===== config.mk =====
export PLATFORM = sky130hd
export DESIGN_NAME = ubd_register_bank
export DESIGN_NICKNAME = d
export VERILOG_FILES = /design/src/ubd_register_bank.v
export VERILOG_INCLUDE_DIRS = /design/src /design/src/src
export SDC_FILE = /design/constraint.sdc
export NUM_CORES = 1
export LEC_CHECK = 0
export BUFFER_PORTS_ARGS = -buffer_cell sky130_fd_sc_hd__buf_2
export CAP_MARGIN = 20
export CELL_PAD_IN_SITES_DETAIL_PLACEMENT = 1
export CELL_PAD_IN_SITES_GLOBAL_PLACEMENT = 2
export CORE_ASPECT_RATIO = 1.5
export CORE_UTILIZATION = 36
export CTS_BUF_LIST = sky130_fd_sc_hd__clkbuf_4 sky130_fd_sc_hd__clkbuf_8 sky130_fd_sc_hd__clkbuf_16
export CTS_CLUSTER_SIZE = 25
export DETAILED_ROUTE_END_ITERATION = 7
export PLACE_DENSITY = 0.86
export SLEW_MARGIN = 20
export SYNTH_ARGS = -nofsm -noshare
export SYNTH_HDL_FRONTEND = slang
export SYNTH_SLANG_ARGS = --single-unit

===== constraint.sdc =====
create_clock -name clk_sys_in -period 16 [get_ports clk_sys_in]
set_input_delay 0 -clock clk_sys_in [delete_from_list [all_inputs] [get_ports clk_sys_in]]
set_output_delay 0 -clock clk_sys_in [all_outputs]
set_load 0.05 [all_outputs]

===== src/ubd_defs.vh =====
`ifndef UBD_DEFS_VH
`define UBD_DEFS_VH

// ==========================================================
// Register addresses
`define UBD_A_DATA 4'h0
`define UBD_A_IER 4'h1
`define UBD_A_ISR 4'h2
`define UBD_A_LCR 4'h3
`define UBD_A_MCR 4'h4
`define UBD_A_LSR 4'h5
`define UBD_A_MSR 4'h6
`define UBD_A_SPR 4'h7
`define UBD_A_TXLV 4'h8
`define UBD_A_RXLV 4'h9
`define UBD_A_GDIR 4'hA
`define UBD_A_GPIN 4'hB
`define UBD_A_GIEN 4'hC
`define UBD_A_RSVD 4'hD
`define UBD_A_GCTL 4'hE
`define UBD_A_XFC 4'hF

// ==========================================================
// Bank selection values and bit positions
`define UBD_LCR_ENH_KEY 8'hBF
`define UBD_LCR_DIV_BIT 7
`define UBD_EFR_ENH_BIT 4
`define UBD_MCR_TCR_BIT 2

// ==========================================================
// Masks of the bits that are gated by the enhanced enable, then the level mask and the write masks
`define UBD_IER_ENH_MASK 8'hF0
`define UBD_ISR_ENH_MASK 8'h30
`define UBD_FCR_ENH_MASK 8'h30
`define UBD_MCR_ENH_MASK 8'hE0
`define UBD_LVL_MASK 8'h7F
`define UBD_GCTL_MASK 8'h0B
`define UBD_XFC_MASK 8'hB7

// ==========================================================
// Reset values and constants
`define UBD_RST_BYTE 8'h00
`define UBD_ZERO_BYTE 8'h00
`define UBD_ALL_ONES 8'hFF

`endif


===== src/ubd_register_bank.v =====
`timescale 1ns/1ps
`include "ubd_defs.vh"

module ubd_register_bank (
	input wire clk_sys_in,
	input wire rst_n_in,
	input wire [3:0] reg_addr_in,
	input wire reg_wr_in,
	input wire reg_rd_in,
	input wire [7:0] reg_wdata_in,
	output reg [7:0] reg_rdata_out,
	input wire [7:0] rx_char_in,
	input wire [7:0] isr_value_in,
	input wire [7:0] lsr_value_in,
	input wire [7:0] msr_value_in,
	input wire [7:0] tx_space_in,
	input wire [7:0] rx_fill_in,
	input wire [7:0] gpio_pins_in,
	output reg rx_pop_out,
	output reg tx_push_out,
	output reg [7:0] tx_char_out,
	output reg fcr_wr_out,
	output reg [7:0] fcr_value_out,
	output reg isr_rd_out,
	output reg lsr_rd_out,
	output reg msr_rd_out,
	output wire [7:0] baud_div_low_out,
	output wire [7:0] baud_div_high_out,
	output wire [7:0] baud_div_frac_out,
	output wire [7:0] line_control_out,
	output wire [7:0] interrupt_enable_out,
	output wire [7:0] modem_control_out,
	output wire [7:0] enhanced_function_out,
	output wire [7:0] transmission_control_out,
	output wire [7:0] trigger_level_out,
	output wire [7:0] flow_start_one_out,
	output wire [7:0] flow_start_two_out,
	output wire [7:0] flow_stop_one_out,
	output wire [7:0] flow_stop_two_out,
	output wire [7:0] gpio_direction_out,
	output wire [7:0] gpio_out_value_out,
	output wire [7:0] gpio_irq_enable_out,
	output wire [7:0] gpio_io_control_out,
	output wire [7:0] extra_features_out
);

	// ==========================================================
	// Reset release
	reg rst_meta_q;
	reg rst_sync_q;
	wire rst_n;

	// Two-stage release so the deassertion edge is clean
	always @(posedge clk_sys_in or negedge rst_n_in) begin
		if (!rst_n_in) begin
			rst_meta_q <= 1'b0;
			rst_sync_q <= 1'b0;
		end else begin
			rst_meta_q <= 1'b1;
			rst_sync_q <= rst_meta_q;
		end
	end
	assign rst_n = rst_sync_q;

	// ==========================================================
	// Stored registers
	// Divisor bank: baud divisor bytes and the fraction
	reg [7:0] dll_q;
	reg [7:0] dlm_q;
	reg [7:0] dld_q;
	// Normal bank: interrupt enable, line and modem control, scratch
	reg [7:0] ier_q;
	reg [7:0] lcr_q;
	reg [7:0] mcr_q;
	reg [7:0] spr_q;
	// Swapped in at 6 and 7 while modem control bit 2 is set, outside the key bank
	reg [7:0] tcr_q;
	reg [7:0] tlr_q;
	// Enhanced bank: function register and flow characters
	reg [7:0] efr_q;
	reg [7:0] xon1_q;
	reg [7:0] xon2_q;
	reg [7:0] xoff1_q;
	reg [7:0] xoff2_q;
	// Bank-independent registers above address 7
	reg [7:0] gdir_q;
	reg [7:0] gout_q;
	reg [7:0] gien_q;
	reg [7:0] gctl_q;
	reg [7:0] xfc_q;

	// ==========================================================
	// Bank selection
	wire enh_key = (lcr_q == `UBD_LCR_ENH_KEY);
	wire div_bank = lcr_q[`UBD_LCR_DIV_BIT] & ~enh_key;
	wire norm_bank = ~lcr_q[`UBD_LCR_DIV_BIT];
	wire enh_en = efr_q[`UBD_EFR_ENH_BIT];
	wire tcr_sel = mcr_q[`UBD_MCR_TCR_BIT];
	// Masks clearing the enhanced-only bits while disabled
	// Gating at both write and read keeps stale high bits from
	// reappearing when the enhanced enable is later turned on
	wire [7:0] ier_gate = enh_en ? `UBD_ALL_ONES : ~`UBD_IER_ENH_MASK;
	wire [7:0] isr_gate = enh_en ? `UBD_ALL_ONES : ~`UBD_ISR_ENH_MASK;
	wire [7:0] fcr_gate = enh_en ? `UBD_ALL_ONES : ~`UBD_FCR_ENH_MASK;
	wire [7:0] mcr_gate = enh_en ? `UBD_ALL_ONES : ~`UBD_MCR_ENH_MASK;

	// ==========================================================
	// Write decode
	// One enable per storage target; at most one is high per write
	reg wr_dll;
	reg wr_dlm;
	reg wr_dld;
	reg wr_ier;
	reg wr_lcr;
	reg wr_mcr;
	reg wr_spr;
	reg wr_tcr;
	reg wr_tlr;
	reg wr_efr;
	reg wr_xon1;
	reg wr_xon2;
	reg wr_xoff1;
	reg wr_xoff2;
	reg wr_gdir;
	reg wr_gout;
	reg wr_gien;
	reg wr_gctl;
	reg wr_xfc;
	// Transmit and FIFO control writes leave as strobes, not storage
	reg wr_thr;
	reg wr_fcr;

	// Read-only targets and the reserved slot decode to nothing
	// Bank terms are taken from the stored line control, so a bank
	// change is only seen by the access after the line control write
	always @* begin
		wr_dll = 1'b0;
		wr_dlm = 1'b0;
		wr_dld = 1'b0;
		wr_ier = 1'b0;
		wr_lcr = 1'b0;
		wr_mcr = 1'b0;
		wr_spr = 1'b0;
		wr_tcr = 1'b0;
		wr_tlr = 1'b0;
		wr_efr = 1'b0;
		wr_xon1 = 1'b0;
		wr_xon2 = 1'b0;
		wr_xoff1 = 1'b0;
		wr_xoff2 = 1'b0;
		wr_gdir = 1'b0;
		wr_gout = 1'b0;
		wr_gien = 1'b0;
		wr_gctl = 1'b0;
		wr_xfc = 1'b0;
		wr_thr = 1'b0;
		wr_fcr = 1'b0;
		if (reg_wr_in) begin
			case (reg_addr_in)
				`UBD_A_DATA: begin
					wr_thr = norm_bank;
					wr_dll = div_bank;
				end
				`UBD_A_IER: begin
					wr_ier = norm_bank;
					wr_dlm = div_bank;
				end
				// Fraction is refused unless the enhanced enable is set
				`UBD_A_ISR: begin
					wr_fcr = norm_bank;
					wr_dld = div_bank & enh_en;
					wr_efr = enh_key;
				end
				`UBD_A_LCR: wr_lcr = 1'b1;
				`UBD_A_MCR: begin
					wr_mcr = ~enh_key;
					wr_xon1 = enh_key;
				end
				// Line status is read-only; only the key bank writes here
				`UBD_A_LSR: wr_xon2 = enh_key;
				// Modem status is read-only; outside the key bank a write with no swap is lost
				`UBD_A_MSR: begin
					wr_tcr = ~enh_key & tcr_sel;
					wr_xoff1 = enh_key;
				end
				`UBD_A_SPR: begin
					wr_spr = ~enh_key & ~tcr_sel;
					wr_tlr = ~enh_key & tcr_sel;
					wr_xoff2 = enh_key;
				end
				// Addresses 8 and 9 are levels and fall to the default
				`UBD_A_GDIR: wr_gdir = 1'b1;
				`UBD_A_GPIN: wr_gout = 1'b1;
				`UBD_A_GIEN: wr_gien = 1'b1;
				`UBD_A_GCTL: wr_gctl = 1'b1;
				`UBD_A_XFC: wr_xfc = 1'b1;
				default: wr_xfc = 1'b0;
			endcase
		end
	end

	// ==========================================================
	// Register storage; gated bits are dropped on write
	always @(posedge clk_sys_in or negedge rst_n) begin
		if (!rst_n) begin
			dll_q <= `UBD_RST_BYTE;
			dlm_q <= `UBD_RST_BYTE;
			dld_q <= `UBD_RST_BYTE;
			ier_q <= `UBD_RST_BYTE;
			lcr_q <= `UBD_RST_BYTE;
			mcr_q <= `UBD_RST_BYTE;
			spr_q <= `UBD_RST_BYTE;
			tcr_q <= `UBD_RST_BYTE;
			tlr_q <= `UBD_RST_BYTE;
			efr_q <= `UBD_RST_BYTE;
			xon1_q <= `UBD_RST_BYTE;
			xon2_q <= `UBD_RST_BYTE;
			xoff1_q <= `UBD_RST_BYTE;
			xoff2_q <= `UBD_RST_BYTE;
			gdir_q <= `UBD_RST_BYTE;
			gout_q <= `UBD_RST_BYTE;
			gien_q <= `UBD_RST_BYTE;
			gctl_q <= `UBD_RST_BYTE;
			xfc_q <= `UBD_RST_BYTE;
		end else begin
			if (wr_dll) dll_q <= reg_wdata_in;
			if (wr_dlm) dlm_q <= reg_wdata_in;
			if (wr_dld) dld_q <= reg_wdata_in;
			if (wr_ier) ier_q <= reg_wdata_in & ier_gate;
			if (wr_lcr) lcr_q <= reg_wdata_in;
			if (wr_mcr) mcr_q <= reg_wdata_in & mcr_gate;
			if (wr_spr) spr_q <= reg_wdata_in;
			if (wr_tcr) tcr_q <= reg_wdata_in;
			if (wr_tlr) tlr_q <= reg_wdata_in;
			if (wr_efr) efr_q <= reg_wdata_in;
			if (wr_xon1) xon1_q <= reg_wdata_in;
			if (wr_xon2) xon2_q <= reg_wdata_in;
			if (wr_xoff1) xoff1_q <= reg_wdata_in;
			if (wr_xoff2) xoff2_q <= reg_wdata_in;
			if (wr_gdir) gdir_q <= reg_wdata_in;
			if (wr_gout) gout_q <= reg_wdata_in;
			if (wr_gien) gien_q <= reg_wdata_in;
			if (wr_gctl) gctl_q <= reg_wdata_in & `UBD_GCTL_MASK;
			if (wr_xfc) xfc_q <= reg_wdata_in & `UBD_XFC_MASK;
		end
	end

	// ==========================================================
	// Read multiplexer
	reg [7:0] rd_mux;

	// Unmapped combinations read as zero
	always @* begin
		rd_mux = `UBD_ZERO_BYTE;
		case (reg_addr_in)
			`UBD_A_DATA: begin
				if (norm_bank) rd_mux = rx_char_in;
				else if (div_bank) rd_mux = dll_q;
			end
			`UBD_A_IER: begin
				if (norm_bank) rd_mux = ier_q & ier_gate;
				else if (div_bank) rd_mux = dlm_q;
			end
			`UBD_A_ISR: begin
				if (enh_key) rd_mux = efr_q;
				else if (norm_bank) rd_mux = isr_value_in & isr_gate;
				else if (enh_en) rd_mux = dld_q;
			end
			`UBD_A_LCR: rd_mux = lcr_q;
			// Modem control reads back gated, as the engine sees it
			`UBD_A_MCR: rd_mux = enh_key ? xon1_q : mcr_q & mcr_gate;
			`UBD_A_LSR: rd_mux = enh_key ? xon2_q : lsr_value_in;
			`UBD_A_MSR: begin
				if (enh_key) rd_mux = xoff1_q;
				else if (tcr_sel) rd_mux = tcr_q;
				else rd_mux = msr_value_in;
			end
			`UBD_A_SPR: begin
				if (enh_key) rd_mux = xoff2_q;
				else if (tcr_sel) rd_mux = tlr_q;
				else rd_mux = spr_q;
			end
			// Levels never exceed the FIFO depth; bit 7 is forced low
			`UBD_A_TXLV: rd_mux = tx_space_in & `UBD_LVL_MASK;
			`UBD_A_RXLV: rd_mux = rx_fill_in & `UBD_LVL_MASK;
			`UBD_A_GDIR: rd_mux = gdir_q;
			`UBD_A_GPIN: rd_mux = gpio_pins_in;
			`UBD_A_GIEN: rd_mux = gien_q;
			`UBD_A_GCTL: rd_mux = gctl_q;
			`UBD_A_XFC: rd_mux = xfc_q;
			default: rd_mux = `UBD_ZERO_BYTE;
		endcase
	end

	// ==========================================================
	// Read data and side-effect strobes, all one cycle after request
	// Strobes let the serial engine pop or clear on the read itself
	always @(posedge clk_sys_in or negedge rst_n) begin
		if (!rst_n) begin
			reg_rdata_out <= `UBD_ZERO_BYTE;
			rx_pop_out <= 1'b0;
			isr_rd_out <= 1'b0;
			lsr_rd_out <= 1'b0;
			msr_rd_out <= 1'b0;
			tx_push_out <= 1'b0;
			tx_char_out <= `UBD_ZERO_BYTE;
			fcr_wr_out <= 1'b0;
			fcr_value_out <= `UBD_ZERO_BYTE;
		end else begin
			if (reg_rd_in)
				reg_rdata_out <= rd_mux;
			rx_pop_out <= reg_rd_in & norm_bank &
				(reg_addr_in == `UBD_A_DATA);
			isr_rd_out <= reg_rd_in & norm_bank & ~enh_key &
				(reg_addr_in == `UBD_A_ISR);
			lsr_rd_out <= reg_rd_in & ~enh_key &
				(reg_addr_in == `UBD_A_LSR);
			msr_rd_out <= reg_rd_in & ~enh_key & ~tcr_sel &
				(reg_addr_in == `UBD_A_MSR);
			tx_push_out <= wr_thr;
			fcr_wr_out <= wr_fcr;
			if (wr_thr)
				tx_char_out <= reg_wdata_in;
			if (wr_fcr)
				fcr_value_out <= reg_wdata_in & fcr_gate;
		end
	end

	// ==========================================================
	// Configuration seen by the serial engine, gated as read back except the fraction, which the engine sees ungated
	assign baud_div_low_out = dll_q;
	assign baud_div_high_out = dlm_q;
	assign baud_div_frac_out = dld_q;
	assign line_control_out = lcr_q;
	assign interrupt_enable_out = ier_q & ier_gate;
	assign modem_control_out = mcr_q & mcr_gate;
	assign enhanced_function_out = efr_q;
	assign transmission_control_out = tcr_q;
	assign trigger_level_out = tlr_q;
	assign flow_start_one_out = xon1_q;
	assign flow_start_two_out = xon2_q;
	assign flow_stop_one_out = xoff1_q;
	assign flow_stop_two_out = xoff2_q;
	assign gpio_direction_out = gdir_q;
	assign gpio_out_value_out = gout_q;
	assign gpio_irq_enable_out = gien_q;
	assign gpio_io_control_out = gctl_q;
	assign extra_features_out = xfc_q;

endmodule


==> results.yml <==
run_status:
  status: "completed"
timing:
  max_slew_margin_pct: 35.98
  rsz0062_at_grt: "false"
  finalHoldViolations: 0
  finalMaxSlewViolations: 0
  fin_worst_skew_ns: 0.009980
  hold_ws_ns: 0.03845
  period_share_pct: 22.10
  finalSetupViolCount: 0
  worst_slew_pin_slew_ns: 0.9604
  fmax_ghz: 0.2829
  period_needed_ns: 3.535
  fin_tns_setup_ns: 0
synth:
  yosys_most_used_dff: "dfrtp_1"
  yosys-top-cells-area: "dfrtp_1 (49%), mux2_2 (10%), mux2_1 (7.3%)"
  synth.largest_area_cell: "dfrtp_1"
  synth.most_common_cell: "dfrtp_1"
  synth.distinct_cells: 81
  ys_seq_area_share_pct: 48.59
  synthTopCellsByCount: "dfrtp_1 (177), mux2_2 (81), nand2_1 (79)"
  ys_async_sr_fraction_pct: 100.0
  syn_inst: 787
  yosys_warnings: 0
  synth_edf_count: 0
  yosysTopAreaCellShare_pct: 48.59
  syn_area_um2: 9116
  avgSynthCellArea_um2: 11.58
  synth-seq-cells: 177
min_path:
  hold_start: "reg_wdata_in[6]"
  hold_path_class: "in -> reg"
  hold_depth: 3
  hold_end: "tx_char_out[6]$_DFFE_PN0P_"
route:
  postRouteAntennaNets: 0
  vias_per_cell: 5.643
  dr_total_vias: 7477
  drc: 0
  drtIter0Drc: 524
  routed_wl_mm: 34.50
  firstDrtPassIters: 5
  wl_per_cell_um: 26.04
cts:
  cts_setup_buffers: 0
  clock_path_buffers: 2
  cts_buffers: 17
  worstSkewPairLatency_ns: 0.44
  h-tree-depth: 4
  cts_tree: "yes"
  cts-root-buf: "clkbuf_16"
  cts.sinks: 177
  clk_pin_slew_worst_paths_ns: 0.08
place:
  io_buffer_count: 236
  place_congestion: 0.8635
  place_hpwl_mm: 24.68
  dp.cells: 1289
critical_path:
  cp_common_cell: "buf_4"
  timing.rr.end: "reg_rdata_out[1]$_DFFE_PN0P_"
  worstReg2RegStart: "line_control_out[7]$_DFFE_PN0P_"
  crit_family: "simple AND/OR/NAND/NOR gates"
  path_class: "reg -> reg"
  worst_r2r_path_depth: 7
  path_cells: "buf_4 > nand4b_2 > nor2_2 > buf_4 > mux2_2 > a2111oi_1 > a22oi_1"
  slowest_delay_ns: 0.76
  end_kind: "flop"
  crit_slowest_cell: "nand4b_2"
  cp_max_fo: 37
  cp-start-kind: "flop"
  cp.buffers_inverters: 2
  worstPathArrival_ns: 3.83
  required_ns: 16.29
  reg2reg_setup_slack_ns: 12.46
grt:
  overflow: 0
  grt_antenna_before_repair: 0
  track_usage_pct: 27.05
  grt_pass1_wl_mm: 51.21
  grt_pass1_vias: 7776
  grt_max_degree: 70
layout:
  final_util_pct: 43.97
  layout.nets: 1056
  fin_cells: 1325
  n_antenna_cell: 0
  fill_cells: 2779
  drive_gt1_share_pct: 39.42
  area_growth_pct: 20.39
floorplan:
  ios: 246
  initial_core_util_pct: 36.52
  die_w_um: 131.9
  die_area_um2: 25980
  rows: 71
  design.core.area_um2: 24960
  dieHeight_um: 196.9
pwr:
  totalPowerFinal_mw: 1.429
  vdd_drop_max_mv: 0.07626
  powerDensity_nw_per_um2: 130.2
  leakagePower_nw: 5.434
run:
  cap_violations: 0
per-stage QoR:
stage	worst slack, ns	instance area (um^2)
after floorplan	10.70	9139
after global placement	12.60	10350
after detailed placement	12.52	10350
after CTS	12.53	10980
after global routing	12.43	10980
final	12.46	10980
per-layer routing:
metal  up-vias  wire length (um)  track usage, %  share of wire (%)
li1       3260                 -               -                  -
met1      3802             13350           31.56                 39
met2       325             17230           45.95                 50
met3        90              1837           5.170                5.3
met4         0              2088           16.45                6.1
met5         -                 0               0                  0
worst max-delay path by stage:
stage / from / endpoint / slack (ns) / depth (start not counted)
final: line_control_out[7]$_DFFE_PN0P_ / reg_rdata_out[1]$_DFFE_PN0P_ / 12.46 / 7
after global routing: line_control_out[7]$_DFFE_PN0P_ / reg_rdata_out[1]$_DFFE_PN0P_ / 12.43 / 7
after CTS: line_control_out[7]$_DFFE_PN0P_ / reg_rdata_out[1]$_DFFE_PN0P_ / 12.53 / 7
after detailed placement: line_control_out[7]$_DFFE_PN0P_ / reg_rdata_out[1]$_DFFE_PN0P_ / 12.52 / 7
after global placement: line_control_out[7]$_DFFE_PN0P_ / reg_rdata_out[1]$_DFFE_PN0P_ / 12.60 / 7
after floorplan: rst_n$_DFF_PN0_ / baud_div_frac_out[0]$_DFFE_PN0P_ / 10.70 / 0
placed cells by master, fill, tap and decap left out, types with 6 or more instances in the layout:
master     count
a211oi_1      11
mux2_2        81
nand2b_1      16
and3_1         6
buf_4         11
nand3_1       21
nand2_1       79
a32oi_1        6
nor2_1        15
o21ai_1        6
buf_2        236
clkbuf_16     17
nor3_1        17
dfrtp_1      176
nand3b_1      11
o21ai_0       18
inv_8          6
conb_1         8
mux2_1        59
nand4_1       12
a21oi_1       17
and2_1         7
nor2b_1        8
o211ai_1       8
mux2i_1       29
area by class of cell:
cell class                 instances  area (um^2)  area share [%]
tap                              328        410.4           3.739
clock inverter                    15        161.4           1.471
clock buffer                      17        425.4           3.876
inverter                           6        22.52          0.2052
multi-input combinational        531         4219           38.44
timing repair buffer             251         1304           11.88
sequential                       177         4433           40.39
power by group:
group | switching (mW) | internal, mW | total (mW)
Clock | 0.213 | 0.210 | 0.423
Sequential | 0.0485 | 0.507 | 0.556
Combinational | 0.334 | 0.116 | 0.450
logic make-up after synthesis:
logic type,Yosys count,synth area share (%)
simple gates,233,15.34
flops,177,48.59
mux,173,21.14
compound gates,117,9.471
buf+inv,85,5.380
other cells,2,0.08238
timing repair:
item,CTS,global route
hold buffers,4,0
hold endpoints to repair,6,0
resized for setup,0,0
worst register-to-register path: stages (launching register included):
cell       delay [ns]
dfrtp_1          0.33
buf_4            0.41
nand4b_2         0.77
nor2_2           0.51
buf_4            0.43
mux2_2           0.39
a2111oi_1        0.42
a22oi_1          0.12
No activity file was read; power rests on OpenSTA's default activity.
